### config.mk
export PLATFORM = sky130hd
export DESIGN_NAME = t1_monitor_stream_front_end
export DESIGN_NICKNAME = d
export VERILOG_FILES = /design/src/hdl/t1_mon_pkg.sv /design/src/hdl/t1_monitor_stream_front_end.sv
export SDC_FILE = /design/constraint.sdc
export NUM_CORES = 1
export LEC_CHECK = 0
export ABC_AREA = 1
export BUFFER_PORTS_ARGS = -buffer_cell sky130_fd_sc_hd__buf_2
export CORE_ASPECT_RATIO = 0.6
export CORE_MARGIN = 3
export CORE_UTILIZATION = 55
export DETAILED_ROUTE_END_ITERATION = 8
export PLACE_DENSITY_LB_ADDON = 0.15
export SYNTH_ARGS = -nofsm -noshare
export SYNTH_HDL_FRONTEND = slang
export SYNTH_SLANG_ARGS = --single-unit
### constraint.sdc
create_clock -name clk_in -period 2.7 [get_ports clk_in]
set_input_delay 0.27 -clock clk_in [delete_from_list [all_inputs] [get_ports clk_in]]
set_output_delay 0.27 -clock clk_in [all_outputs]
set_load 0.005 [all_outputs]
### src/hdl/t1_mon_pkg.sv
// constants package and pin synchroniser for the t1 monitor front end
`timescale 1ns/10ps

package t1_mon_pkg;
    // ------------------------------------------------------------
    // clocks and frame geometry
    // ------------------------------------------------------------
    localparam int         SYS_CLK_KHZ     = 250000;
    localparam int         LINE_CLK_KHZ    = 1544;
    localparam int         STREAM_CLK_KHZ  = 2048;
    localparam logic [7:0] LINE_FRAME_BITS = 8'hc1;
    localparam logic [7:0] LINE_CNT_MAX    = 8'hff;
    localparam logic [2:0] LAST_BIT_POS    = 3'h7;
    localparam logic [7:0] STREAM_CNT_STEP = 8'h01;
    // ------------------------------------------------------------
    // stream channel map
    // ------------------------------------------------------------
    localparam logic [4:0] CH_TX_BOM       = 5'h07;
    localparam logic [4:0] CH_FEATURE      = 5'h0b;
    localparam logic [4:0] CH_LOOPBACK     = 5'h0f;
    localparam logic [4:0] CH_INS_STATUS   = 5'h01;
    localparam logic [4:0] CH_INS_ERRCNT   = 5'h02;
    // ------------------------------------------------------------
    // control fields and reset values
    // ------------------------------------------------------------
    localparam int         STROBE_EN_BIT   = 2;
    localparam logic [7:0] FEATURE_RST     = 8'h00;
    localparam logic [7:0] BOM_RST         = 8'h00;
    localparam logic [7:0] LOOPBACK_RST    = 8'h00;
    localparam logic [7:0] ERRCNT_RST      = 8'h00;
endpackage

// three-stage pin synchroniser; level moves once stages two and three agree
module pin_sync #(
    parameter logic RST_VAL = 1'b1
) (
    input  wire logic clk_in,
    input  wire logic rst_n_in,
    input  wire logic pin_in,
    output logic      level_out
);
    typedef struct packed {
        logic s1;
        logic s2;
        logic s3;
        logic lvl;
    } sync_t;

    sync_t state_reg;
    sync_t state_next;

    always_comb begin
        state_next     = state_reg;
        state_next.s1  = pin_in;
        state_next.s2  = state_reg.s1;
        state_next.s3  = state_reg.s2;
        if (state_reg.s2 == state_reg.s3) begin
            state_next.lvl = state_reg.s3;
        end
    end

    always_ff @(posedge clk_in or negedge rst_n_in) begin
        if (!rst_n_in) begin
            state_reg <= '{s1: RST_VAL, s2: RST_VAL, s3: RST_VAL, lvl: RST_VAL};
        end else begin
            state_reg <= state_next;
        end
    end

    assign level_out = state_reg.lvl;
endmodule // pin_sync

### src/hdl/t1_monitor_stream_front_end.sv
// t1 monitor front end: rail sampling, framing check, strobe echo, stream pass-through
`timescale 1ns/10ps

// Overview of operation
// RULE1: rails are sampled on each rising edge of the recovered line clock.
// RULE2: both rails are active low; a low rail reads as a one.
// RULE3: falling framing strobe marks framing bit; wrong bit spacing flags an error.
// RULE4: strobe output follows strobe input when feature bit 2 set, else high.
// RULE5: stream zero passes to stream output, own status bytes replace two channels.
// RULE6: stream one channel 11 is feature control, 7 transmit message, 15 loopback.
// RULE7: framer supplies 8 kHz frame pulse; channel timing aligns to it.
// RULE8: stream bits move on the 2.048 MHz stream bit clock.
// RULE9: low reset suspends everything; operation needs reset held high.
// RULE10: frame is 32 channels of 8 bits, msb first, channel 0 at pulse.
module t1_monitor_stream_front_end (
    input  wire logic       clk_in,
    input  wire logic       rst_n_in,
    input  wire logic       line_recovered_clock_in,
    input  wire logic       rx_rail_a_n_in,
    input  wire logic       rx_rail_b_n_in,
    input  wire logic       framing_strobe_n_in,
    input  wire logic       stream_bit_clock_in,
    input  wire logic       frame_pulse_n_in,
    input  wire logic       ctrl_stream_in_zero_in,
    input  wire logic       ctrl_stream_in_one_in,
    output logic            framing_strobe_out,
    output logic            ctrl_stream_out,
    output logic [1:0]      rx_bits_out,
    output logic            rx_framing_bit_out,
    output logic            framing_error_out,
    output logic [7:0]      feature_ctrl_out,
    output logic [7:0]      tx_bom_out,
    output logic [7:0]      loopback_ctrl_out
);
    // ------------------------------------------------------------
    // types
    // ------------------------------------------------------------
    typedef enum logic [1:0] {
        ST_HUNT = 2'b01,
        ST_RUN  = 2'b10
    } stream_state_t;

    typedef struct packed {
        logic          lclk_d;
        logic          sclk_d;
        logic          strobe_d;
        logic [7:0]    line_cnt;
        logic          locked;
        logic [1:0]    rx_bits;
        logic          fbit;
        logic          ferr;
        logic          ferr_sticky;
        logic [7:0]    ferr_cnt;
        stream_state_t fsm;
        logic          fp_seen;
        logic [7:0]    bit_cnt;
        logic [7:0]    sh1;
        logic [7:0]    feature;
        logic [7:0]    bom;
        logic [7:0]    loopback;
        logic          strobe_out;
        logic          cso;
    } state_t;

    // ------------------------------------------------------------
    // pin synchronisers
    // ------------------------------------------------------------
    logic lclk_lvl;
    logic rail_a_lvl;
    logic rail_b_lvl;
    logic strobe_lvl;
    logic sclk_lvl;
    logic fp_lvl;
    logic s0_lvl;
    logic s1_lvl;

    pin_sync #(.RST_VAL(1'b0)) u_sync_lclk (.clk_in(clk_in), .rst_n_in(rst_n_in),
        .pin_in(line_recovered_clock_in), .level_out(lclk_lvl));
    pin_sync #(.RST_VAL(1'b1)) u_sync_ra (.clk_in(clk_in), .rst_n_in(rst_n_in),
        .pin_in(rx_rail_a_n_in), .level_out(rail_a_lvl));
    pin_sync #(.RST_VAL(1'b1)) u_sync_rb (.clk_in(clk_in), .rst_n_in(rst_n_in),
        .pin_in(rx_rail_b_n_in), .level_out(rail_b_lvl));
    pin_sync #(.RST_VAL(1'b1)) u_sync_strb (.clk_in(clk_in), .rst_n_in(rst_n_in),
        .pin_in(framing_strobe_n_in), .level_out(strobe_lvl));
    pin_sync #(.RST_VAL(1'b0)) u_sync_sclk (.clk_in(clk_in), .rst_n_in(rst_n_in),
        .pin_in(stream_bit_clock_in), .level_out(sclk_lvl));
    pin_sync #(.RST_VAL(1'b1)) u_sync_fp (.clk_in(clk_in), .rst_n_in(rst_n_in),
        .pin_in(frame_pulse_n_in), .level_out(fp_lvl));
    pin_sync #(.RST_VAL(1'b1)) u_sync_s0 (.clk_in(clk_in), .rst_n_in(rst_n_in),
        .pin_in(ctrl_stream_in_zero_in), .level_out(s0_lvl));
    pin_sync #(.RST_VAL(1'b1)) u_sync_s1 (.clk_in(clk_in), .rst_n_in(rst_n_in),
        .pin_in(ctrl_stream_in_one_in), .level_out(s1_lvl));

    // ------------------------------------------------------------
    // next state
    // ------------------------------------------------------------
    state_t     state_reg;
    state_t     state_next;
    logic       lclk_rise;
    logic       strobe_fall;
    logic       sclk_rise;
    logic       sclk_fall;
    logic [4:0] chan;
    logic [2:0] bitpos;
    logic [7:0] byte_in;
    logic [7:0] ins_byte;
    logic [1:0] rails_lvl;
    logic       ins_chan;

    assign lclk_rise   = lclk_lvl & ~state_reg.lclk_d;
    assign strobe_fall = ~strobe_lvl & state_reg.strobe_d;
    assign sclk_rise   = sclk_lvl & ~state_reg.sclk_d;
    assign sclk_fall   = ~sclk_lvl & state_reg.sclk_d;
    assign chan        = state_reg.bit_cnt[7:3];
    assign bitpos      = state_reg.bit_cnt[2:0];
    assign byte_in     = {state_reg.sh1[6:0], s1_lvl};
    assign rails_lvl   = {rail_b_lvl, rail_a_lvl};
    assign ins_chan    = (chan == t1_mon_pkg::CH_INS_STATUS) ||
                         (chan == t1_mon_pkg::CH_INS_ERRCNT);
    assign ins_byte    = (chan == t1_mon_pkg::CH_INS_STATUS) ?
                         {4'h0, state_reg.ferr_sticky, state_reg.locked, state_reg.fbit, 1'b0} :
                         state_reg.ferr_cnt;

    always_comb begin
        state_next          = state_reg;
        state_next.lclk_d   = lclk_lvl;
        state_next.sclk_d   = sclk_lvl;
        state_next.strobe_d = strobe_lvl;
        state_next.ferr     = 1'b0;
        // line side
        if (lclk_rise) begin
            state_next.rx_bits = ~rails_lvl;                               // see RULE1 see RULE2
            if (state_reg.line_cnt != t1_mon_pkg::LINE_CNT_MAX) begin
                state_next.line_cnt = state_reg.line_cnt + 8'h01;
            end
        end
        if (strobe_fall) begin
            // framing bit is whatever the rails last carried
            state_next.fbit     = |state_reg.rx_bits;                      // see RULE3
            state_next.locked   = 1'b1;
            state_next.line_cnt = lclk_rise ? 8'h01 : 8'h00;
            if (state_reg.locked && state_reg.line_cnt != t1_mon_pkg::LINE_FRAME_BITS) begin
                state_next.ferr = 1'b1;                                    // see RULE3
                if (state_reg.ferr_cnt != t1_mon_pkg::LINE_CNT_MAX) begin
                    state_next.ferr_cnt = state_reg.ferr_cnt + 8'h01;
                end
            end
        end
        // strobe echo
        state_next.strobe_out = state_reg.feature[t1_mon_pkg::STROBE_EN_BIT] ?
                                strobe_lvl : 1'b1;                         // see RULE4
        // stream side
        if (sclk_rise && !fp_lvl) begin
            state_next.fp_seen = 1'b1;                                     // see RULE7
        end
        case (state_reg.fsm)
            ST_HUNT: begin
                // no alignment yet: plain pass-through, nothing decoded
                state_next.cso = s0_lvl;                                   // see RULE5
                if (sclk_fall && state_reg.fp_seen) begin
                    state_next.fsm     = ST_RUN;
                    state_next.fp_seen = 1'b0;
                    state_next.bit_cnt = 8'h00;                            // see RULE7
                end
            end
            ST_RUN: begin
                if (sclk_fall) begin                                       // see RULE8
                    if (state_reg.fp_seen) begin
                        state_next.fp_seen = 1'b0;
                        state_next.bit_cnt = 8'h00;                        // see RULE10
                    end else begin
                        state_next.bit_cnt = state_reg.bit_cnt + t1_mon_pkg::STREAM_CNT_STEP;
                    end
                end
                if (sclk_rise) begin                                       // see RULE8
                    state_next.sh1 = byte_in;                              // see RULE10
                    state_next.cso = ins_chan ?
                        ins_byte[t1_mon_pkg::LAST_BIT_POS - bitpos] : s0_lvl; // see RULE5
                    if (bitpos == t1_mon_pkg::LAST_BIT_POS) begin
                        case (chan)
                            t1_mon_pkg::CH_FEATURE:  state_next.feature  = byte_in; // see RULE6
                            t1_mon_pkg::CH_TX_BOM:   state_next.bom      = byte_in; // see RULE6
                            t1_mon_pkg::CH_LOOPBACK: state_next.loopback = byte_in; // see RULE6
                            default: begin
                            end
                        endcase
                        // sticky error is cleared once reported
                        if (chan == t1_mon_pkg::CH_INS_STATUS) begin
                            state_next.ferr_sticky = 1'b0;
                        end
                    end
                end
            end
            default: begin
                state_next.fsm = ST_HUNT;
            end
        endcase
        // a new error wins over the report-clear
        if (state_next.ferr) begin
            state_next.ferr_sticky = 1'b1;
        end
    end

    // ------------------------------------------------------------
    // state register
    // ------------------------------------------------------------
    always_ff @(posedge clk_in or negedge rst_n_in) begin
        if (!rst_n_in) begin                                               // see RULE9
            state_reg            <= '0;
            state_reg.strobe_d   <= 1'b1;
            state_reg.fsm        <= ST_HUNT;
            state_reg.feature    <= t1_mon_pkg::FEATURE_RST;
            state_reg.bom        <= t1_mon_pkg::BOM_RST;
            state_reg.loopback   <= t1_mon_pkg::LOOPBACK_RST;
            state_reg.ferr_cnt   <= t1_mon_pkg::ERRCNT_RST;
            state_reg.strobe_out <= 1'b1;
            state_reg.cso        <= 1'b1;
        end else begin
            state_reg <= state_next;
        end
    end

    assign framing_strobe_out = state_reg.strobe_out;
    assign ctrl_stream_out    = state_reg.cso;
    assign rx_bits_out        = state_reg.rx_bits;
    assign rx_framing_bit_out = state_reg.fbit;
    assign framing_error_out  = state_reg.ferr;
    assign feature_ctrl_out   = state_reg.feature;
    assign tx_bom_out         = state_reg.bom;
    assign loopback_ctrl_out  = state_reg.loopback;
endmodule // t1_monitor_stream_front_end
==> run_results.csv, run 1 <==
group,metric,value,unit
yosys,synth_top_family_by_area,"simple AND/OR/NAND/NOR gates",
grt,grt-ovfl-total,0,
setup_path,crit_chain,"inv_1 > ha_1 > nor2_1 > inv_1 > o211ai_2 > inv_1 > nand2_1 > xor2_1 > nor2_1",
setup_path,crit_top_cell,"inv_1",
floorplanning,die-height,75.2,um
power,power,3.55,mW
power,p_leak,2.31,nW
placement,portBuffers,39,
cts,cts-resized-gates,0,
floorplanning,pin_count,40,
power,power.clock.fraction,36.5,%
yosys,synth_common_cells,"nand2_1 (79), dfrtp_1 (73), inv_1 (56), o21ai_0 (32), dfstp_2 (28)",
outcome,status,"finished, violations left",
route,drt-initial-drc-count,180,
setup_path,rrSetupSlack,0.76,ns
sta,final-setup-viol-count,0,
floorplanning,die_x,121,um
yosys,netlist.area_leader.share,41.6,%
cells_and_area,layout.nets,478,
route,drc,0,
yosys,syn-num-nets,455,
grt,grt_pass1_wl,13000,um
yosys,yosysWarnings,0,
yosys,yosysMostFrequentCell,"nand2_1",
setup_path,r2r-start,"state_reg[43]",
setup_path,cp_top_family,"flip-flops",
cts,cts_tree,"done",
cells_and_area,diodes,0,
sta,whs,-0.00861,ns
sta,setup_tns,0,ns
floorplanning,initial_core_util,58.5,%
grt,antenna_found_initial,0,
sta,worst_pin_slew,0.724,ns
yosys,async_flop_share,100,%
cts,cts-root-buf,"clkbuf_16",
setup_path,worst_setup_path_start_kind,"register",
floorplanning,core-area,0.00751,sq mm
yosys,synthAdderAreaFrac,3.82,%
outcome,violations,"hold timing",
grt,grt_max_degree,57,
setup_path,rr_endpoint,"chan[0]",
yosys,syn_area_per_cell,10.0,sq um
setup_path,r2r_cells,9,
cts,hold_buffers,0,
yosys,synth-edff-count,0,
yosys,ys_seq_area_share,58.3,%
route,viasPerCell,5.13,
hold_path,hp-class,"in -> async",
cts,path_clk_slew,0.07,ns
yosys,synthDistinctLibCells,32,
setup_path,crit_fanout,9,
cells_and_area,largest_reg_flops,24,
yosys,synth.area.mux_share,0,%
sta,rsz0062_at_grt,"false",
job,drv_cap,0,
route,drt-total-wl,7800,um
yosys,synth-simple-area-share,15.7,%
cts,cts_buffers,9,
yosys,synth-seq-cells,101,
power,peakVddDrop,0.636,mV
cts,post-cts-setup-buffers,0,
cts,worstSkewPairLatency,0.34,ns
power,switching_share,27.5,%
power,power.density,733,mW/mm^2
power,power_frac_seq,50.5,%
grt,grt_pass1_vias,2639,
setup_path,path_buf_inv,3,
placement,place.gp.congestion,0.917,
cells_and_area,area_delta_synth_final,10.3,%
setup_path,crit_path_top_delay_cell,"dfstp_2",
power,internal_power,2.58,mW
cts,htreeDepth,3,
grt,grt_usage,18.6,%
sta,max_slew_margin,51.7,%
setup_path,arrival,2.17,ns
yosys,netlist_area,0.00439,sq mm
route,avgRoutedWirePerCell,13.7,um
route,via_count,2924,
cts,cts_buffer_depth,2,
sta,period_minus_slack,1.94,ns
cts,cts.sinks,101,
yosys,yosys.area.top_type,"dfrtp_1",
setup_path,worstSetupPathType,"reg -> reg",
sta,fin_worst_skew,0.00725,ns
sta,hold_viol,26,
floorplanning,die-area,0.00913,sq mm
yosys,synth_compound_area_share,10.4,%
yosys,synth_xor_area_share,1.20,%
sta,clock.fmax,516,MHz
sta,slew_viol_final,0,
power,switching_power,0.976,mW
setup_path,cp_data_required_time,2.93,ns
placement,dp_hpwl,5490,um
route,drtAntennaViolNets,0,
yosys,synthCells,438,
power,combPwrFrac,12.9,%
floorplanning,rows,24,
yosys,ys.flop_type,"dfrtp_1",
setup_path,critPathCaptureType,"register",
cells_and_area,final_layout_size_suffix_gt1_share,25.8,%
route,drtPass1Iterations,5,
yosys,netlist_top_cells_area,"dfrtp_1 (42%), dfstp_2 (17%), nand2_1 (6.8%), inv_1 (4.8%), buf_4 (4.6%)",
sta,fin_crit_sh,71.8,%
setup_path,critical_path.max_stage_delay,0.55,ns
cells by family after synthesis:
kind of cell / Yosys count
simple gates: 150
fa+ha+maj: 15
flops: 101
compound gates: 75
buf+inv: 91
xor+xnor: 6
stage by stage:
step	hold slack, ns	worst slack, ns	util, %	cell area (sq um)	cells
finish	-0.00861	0.761	64.5	4840	570
global route	0.00185	0.591	64.5	4840	570
CTS	0.00619	0.767	64.1	4810	567
detailed placement	0.347	0.788	60.0	4500	551
global placement	0.334	0.880	60.0	4500	551
floorplan	-0.0256	1.02	-	4390	438
layout by cell type (no fill, tap or decap), drive strengths merged, types with 3 or more instances in the layout:
cell type,count
nand2,83
dfrtp,73
inv,62
o21ai,56
buf,40
dfstp,28
nand3,27
nor2,22
a21oi,14
clkbuf,12
nor3,9
maj3,8
nand4,7
ha,7
xor2,5
dlygate4sd3,3
power groups by stage:
| stage | Sequential [mW] | Clock, mW | Combinational, mW |
|---|---|---|---|
| 6_report | 1.79 | 1.30 | 0.460 |
| 5_1_grt | 1.81 | 1.41 | 0.531 |
| 4_1_cts | 1.79 | 1.33 | 0.461 |
| 3_5_place_dp | 1.82 | 0 | 0.455 |
| 3_3_place_gp | 1.81 | 0 | 0.428 |
| 2_1_floorplan | 1.78 | 0 | 0.335 |
worst register-to-register path, cell delays in order (launching register included):
cell	delay (ns)
dfstp_2	0.55
inv_1	0.05
ha_1	0.24
nor2_1	0.20
inv_1	0.10
o211ai_2	0.14
inv_1	0.20
nand2_1	0.13
xor2_1	0.15
nor2_1	0.05
worst max path at each step:
stage                     cells past startpoint           from  slack (ns)       to
after floorplan                               9  state_reg[43]        1.02  chan[0]
after global placement                        9  state_reg[43]        0.88  chan[0]
after detailed placement                      5  state_reg[43]        0.79  chan[4]
after CTS                                     5  state_reg[43]        0.77  chan[3]
after global routing                          5  state_reg[43]        0.59  chan[3]
final                                         9  state_reg[43]        0.76  chan[0]
cell type report:
class                      count  area [sq um]
fill                         604          2660
sequential                   101          2560
multi-input combinational    246          1370
clock buffer                  12           279
timing repair buffer          43           248
inverter                      60           225
tap                          104           130
clock inverter                 4          33.8
routing by layer:
layer / vias to the layer above / part of all wire (%) / global-route usage [%] / wire, um
met4: 0 / 1.2 / 6.46 / 93
met2: 84 / 41 / 25.1 / 3170
li1: 1445 / - / - / -
met5: - / 0 / 0 / 0
met3: 13 / 6.8 / 6.46 / 530
met1: 1382 / 51 / 28.0 / 4010
Note: power is estimated with default switching activity, not from simulation.
==> run 2: changes to the inputs <==
==> constraint.sdc (replaced) <==
create_clock -name clk_in -period 1.8 [get_ports clk_in]
set_input_delay 0.18 -clock clk_in [delete_from_list [all_inputs] [get_ports clk_in]]
set_output_delay 0.18 -clock clk_in [all_outputs]
set_load 0.005 [all_outputs]
==> run_results.csv, run 2 (synthesized netlist as in run 1, its figures left out) <==
group,metric,value,unit
power,power.density,1060,mW/mm^2
cells_and_area,final_common_cell,"nand2_1",
route,drtAntennaViolNets,0,
route,drt-total-wl,8320,um
cells_and_area,layout.nets,498,
grt,antenna_found_initial,0,
placement,dp_hpwl,5930,um
placement,pre_cts_ws,-0.0295,ns
setup_path,arrival,1.97,ns
setup_path,cp_top_family,"simple AND/OR/NAND/NOR gates",
sta,hold_viol,0,
power,peakVddDrop,0.610,mV
sta,fin_worst_skew,0.00552,ns
cells_and_area,fin_cells,590,
sta,fin_crit_sh,97.0,%
sta,setup_tns,0,ns
cts,htreeDepth,3,
job,drv_cap,0,
placement,place.gp.congestion,0.860,
sta,slew_viol_final,0,
sta,worst_pin_slew,0.453,ns
route,via_count,3011,
cts,cts_buffers,9,
power,p_leak,2.39,nW
route,drt-initial-drc-count,179,
cells_and_area,largest_reg_flops,24,
floorplanning,die_x,121,um
grt,grt-ovfl-total,0,
setup_path,path_buf_inv,4,
placement,place_area,0.00460,sq mm
setup_path,crit_chain,"inv_1 > ha_2 > inv_2 > nor2_1 > inv_1 > nor2_1 > nand3_2 > buf_12 > nand2_1 > o21ai_2",
cells_and_area,area_delta_synth_final,14.1,%
setup_path,cp_data_required_time,2.03,ns
setup_path,worstSetupPathType,"reg -> reg",
grt,grt_pass1_vias,2775,
cells_and_area,diodes,0,
cts,cts_buffer_depth,2,
floorplanning,die-area,0.00913,sq mm
grt,grt_max_degree,43,
grt,grt_pass1_wl,13700,um
setup_path,critPathCaptureType,"register",
cells_and_area,final_cell_mix,"nand2_1 (79), dfrtp_1 (73), inv_1 (55)",
cts,worstSkewPairLatency,0.35,ns
setup_path,crit_path_top_delay_cell,"dfstp_2",
grt,grt_usage,19.8,%
cts,cts.sinks,101,
setup_path,critical_path.max_stage_delay,0.38,ns
placement,dp.cells,562,
route,viasPerCell,5.10,
setup_path,crit_fanout,16,
setup_path,worst_setup_path_start_kind,"register",
route,drtPass1Iterations,5,
floorplanning,core-area,0.00751,sq mm
sta,timing.final.ws_setup,0.0535,ns
sta,final-setup-viol-count,0,
hold_path,hp-class,"in -> async",
sta,period_minus_slack,1.75,ns
sta,max_slew_margin,69.8,%
sta,clock.fmax,573,MHz
cells_and_area,nFillCells,604,
cells_and_area,final_layout_size_suffix_gt1_share,28.6,%
cts,cts_tree,"done",
cells_and_area,fin_area,0.00501,sq mm
placement,portBuffers,39,
route,avgRoutedWirePerCell,14.1,um
floorplanning,rows,24,
cts,cts-root-buf,"clkbuf_16",
floorplanning,die-height,75.2,um
outcome,status,"completed",
cts,path_clk_slew,0.07,ns
floorplanning,initial_core_util,58.5,%
route,drc,0,
sta,rsz0062_at_grt,"true",
floorplanning,pin_count,40,
run 2: cell types whose count changed in the layout (fill, tap and decap cells not counted), moves of 2 or more:
cell           before  now
clkbuf_16          11    9
dlygate4sd3_1       3    9
nor3_2              0    2
nor3_1              8    6
buf_4               1   14
run 2: layout make-up:
type                    instances  area, sq um  share of cell area [%]
clock buffers                  10          229                    4.57
clock inverters                 6         52.6                    1.05
inverters                      60          225                    4.49
repair buffers                 63          425                    8.49
flip-flops and latches        101         2560                    51.1
well taps                     104          130                    2.60
multi-input cells             246         1390                    27.7
run 2: stage by stage:
| step | util (%) | power (mW) | hold WS [ns] |
|---|---|---|---|
| floorplan | - | 3.17 | -0.116 |
| global placement | 61.2 | 3.40 | 0.155 |
| detailed placement | 61.2 | 3.44 | 0.163 |
| CTS | 66.4 | 5.31 | 0.344 |
| global route | 66.8 | 5.60 | 0.358 |
| finish | 66.8 | 5.31 | 0.321 |
run 2: repair_timing:
item                                    CTS  global route
hold buffers                              9             0
gates resized for setup                   4             2
gates cloned                              0             0
buffers inserted                          0             3
hold endpoints to repair                 22             0
pin swaps                                 1             1
endpoints found under the setup margin    6            32
run 2: per-layer routing:
layer / share of wire (%) / wire [um] / GRT usage (%)
met1: 51 / 4240 / 29.9
met2: 42 / 3470 / 26.9
met3: 6.2 / 515 / 6.76
met4: 1.2 / 102 / 6.46
met5: 0 / 0 / 0
run 2: where the power goes:
part / leakage (nW) / switching (mW) / internal (mW)
sequential: 1.26 / 0.179 / 2.51
clock: 0.132 / 0.869 / 0.962
combinational: 0.995 / 0.482 / 0.313
run 2: path summary, 6_finish.rpt:
path                       slack [ns]                        end  cells after the start                       from
max                              0.05       loopback_ctrl_out[6]                     10              state_reg[43]
min                              0.32              state_reg[51]                      2                   rst_n_in
max reg2reg                      0.05       loopback_ctrl_out[6]                     10              state_reg[43]
min reg2reg                      0.35  u_sync_sclk.state_next[1]                      0  u_sync_sclk.state_next[2]
max in group asynchronous        0.85              state_reg[43]                      3                   rst_n_in
min in group clk_in              0.35  u_sync_sclk.state_next[1]                      0  u_sync_sclk.state_next[2]
==> run 3: changes to the inputs <==
==> constraint.sdc (replaced) <==
create_clock -name clk_in -period 2 [get_ports clk_in]
set_input_delay 0.2 -clock clk_in [delete_from_list [all_inputs] [get_ports clk_in]]
set_output_delay 0.2 -clock clk_in [all_outputs]
set_load 0.005 [all_outputs]
==> run_results.csv, run 3 (synthesized netlist as in run 1, its figures left out) <==
group,metric,value,unit
route,avgRoutedWirePerCell,13.8,um
cts,cts_buffers,9,
sta,fin_crit_sh,92.6,%
power,power.clock.fraction,35.4,%
setup_path,r2r-start,"state_reg[43]",
cells_and_area,nFillCells,630,
cells_and_area,fin_area,0.00495,sq mm
floorplanning,initial_core_util,58.5,%
setup_path,crit_fanout,9,
setup_path,r2r_cells,9,
grt,antenna_found_initial,0,
power,switching_share,28.3,%
cells_and_area,diodes,0,
floorplanning,die-area,0.00913,sq mm
setup_path,critical_path.max_stage_delay,0.54,ns
route,drtPass1Iterations,4,
power,switching_power,1.34,mW
setup_path,rr_endpoint,"chan[0]",
sta,period_minus_slack,1.85,ns
floorplanning,die_x,121,um
sta,rsz0062_at_grt,"true",
cells_and_area,area_delta_synth_final,12.6,%
route,drc,0,
setup_path,critPathCaptureType,"register",
cts,worstSkewPairLatency,0.35,ns
cells_and_area,final_common_cell,"nand2_1",
floorplanning,pin_count,40,
cts,cts.sinks,101,
sta,clock.fmax,540,MHz
route,drt-initial-drc-count,208,
sta,hold_viol,0,
setup_path,crit_path_top_delay_cell,"dfstp_2",
setup_path,cp-startpoint,"state_reg[43]",
grt,grt_pass1_wl,13200,um
sta,slew_viol_final,0,
sta,whs,0.352,ns
grt,grt-ovfl-total,0,
power,combPwrFrac,13.3,%
placement,dp_hpwl,5800,um
placement,place.gp.congestion,0.930,
sta,max_slew_margin,62.6,%
floorplanning,die-height,75.2,um
job,drv_cap,0,
grt,grt_usage,19.0,%
sta,worst_pin_slew,0.561,ns
cells_and_area,final_layout_size_suffix_gt1_share,26.6,%
cells_and_area,layout.nets,489,
cts,path_clk_slew,0.07,ns
setup_path,crit_chain,"inv_1 > ha_1 > nor2_1 > inv_1 > o211ai_2 > inv_2 > nand2_1 > xor2_1 > nor2_1",
hold_path,hold_depth,0,
cts,cts_buffer_depth,2,
cts,cts-root-buf,"clkbuf_16",
route,viasPerCell,5.06,
setup_path,cp_data_required_time,2.21,ns
floorplanning,rows,24,
setup_path,cp_top_family,"flip-flops",
placement,place_area,0.00455,sq mm
grt,grt_max_degree,44,
sta,setup_tns,0,ns
sta,fin_worst_skew,0.00979,ns
outcome,status,"completed",
cells_and_area,largest_reg_flops,24,
route,drt-total-wl,7990,um
floorplanning,core-area,0.00751,sq mm
setup_path,worstSetupPathType,"reg -> reg",
setup_path,worst_setup_path_start_kind,"register",
route,via_count,2939,
cts,htreeDepth,3,
cts,post-cts-setup-buffers,0,
power,power_frac_seq,51.3,%
setup_path,path_buf_inv,3,
placement,portBuffers,39,
power,power.density,955,mW/mm^2
cells_and_area,final_cell_mix,"nand2_1 (79), dfrtp_1 (73), inv_1 (55)",
setup_path,rrSetupSlack,0.15,ns
hold_path,whs_endpoint,"u_sync_sclk.state_next[1]",
sta,final-setup-viol-count,0,
hold_path,hold_start,"u_sync_sclk.state_next[2]",
power,internal_power,3.39,mW
setup_path,arrival,2.06,ns
power,p_leak,2.36,nW
power,peakVddDrop,0.560,mV
grt,grt_pass1_vias,2707,
cts,cts_tree,"done",
route,drtAntennaViolNets,0,
hold_path,hp-class,"reg -> reg",
run 3: cell count changes in the layout (fill, tap and decap cells not counted), sizes merged:
cell      previous run  this run
buf                 54        45
clkinv               0         2
clkinvlp             2         0
run 3: power groups by stage:
| stage | logic, mW | registers [mW] | clock network, mW |
|---|---|---|---|
| after floorplan | 0.453 | 2.40 | 0 |
| after global placement | 0.589 | 2.44 | 0 |
| after detailed placement | 0.619 | 2.46 | 0 |
| after CTS | 0.636 | 2.42 | 1.72 |
| after global routing | 0.731 | 2.45 | 1.81 |
| final | 0.628 | 2.42 | 1.67 |
run 3: metrics by stage:
stage	instances	power [mW]	utilization [%]	worst slack, ns
5_1_grt	581	4.99	65.9	-0.0376
3_3_place_gp	556	3.03	60.6	0.218
2_1_floorplan	438	2.85	-	0.321
4_1_cts	581	4.78	65.7	0.0865
6_report	581	4.73	65.9	0.147
3_5_place_dp	556	3.08	60.6	0.127
run 3: repair_timing:
action,4_1_cts,5_1_grt
resized for setup,0,3
setup endpoints to repair,0,11
hold buffers,9,0
endpoints found under the hold margin,38,0
run 3: how the worst max path moves through the flow:
stage                          to  cells past startpoint
after CTS                 chan[0]                      9
after floorplan           chan[0]                      9
after detailed placement  chan[0]                      9
final                     chan[0]                      9
after global placement    chan[0]                      9
after global routing      chan[0]                      9
run 3: layer usage:
layer / part of all wire [%] / track usage [%]
met1: 53 / 29.2
met2: 42 / 25.4
met3: 4.5 / 5.48
met4: 0.69 / 7.20
met5: 0 / 0
run 3: cell type report:
class	instances	area [sq um]	area share, %
flip-flops and latches	101	2560	51.8
clock buffers	10	239	4.83
well taps	104	130	2.63
multi-input cells	246	1380	27.9
clock inverters	6	51.3	1.04
inverters	60	225	4.55
repair buffers	54	358	7.24
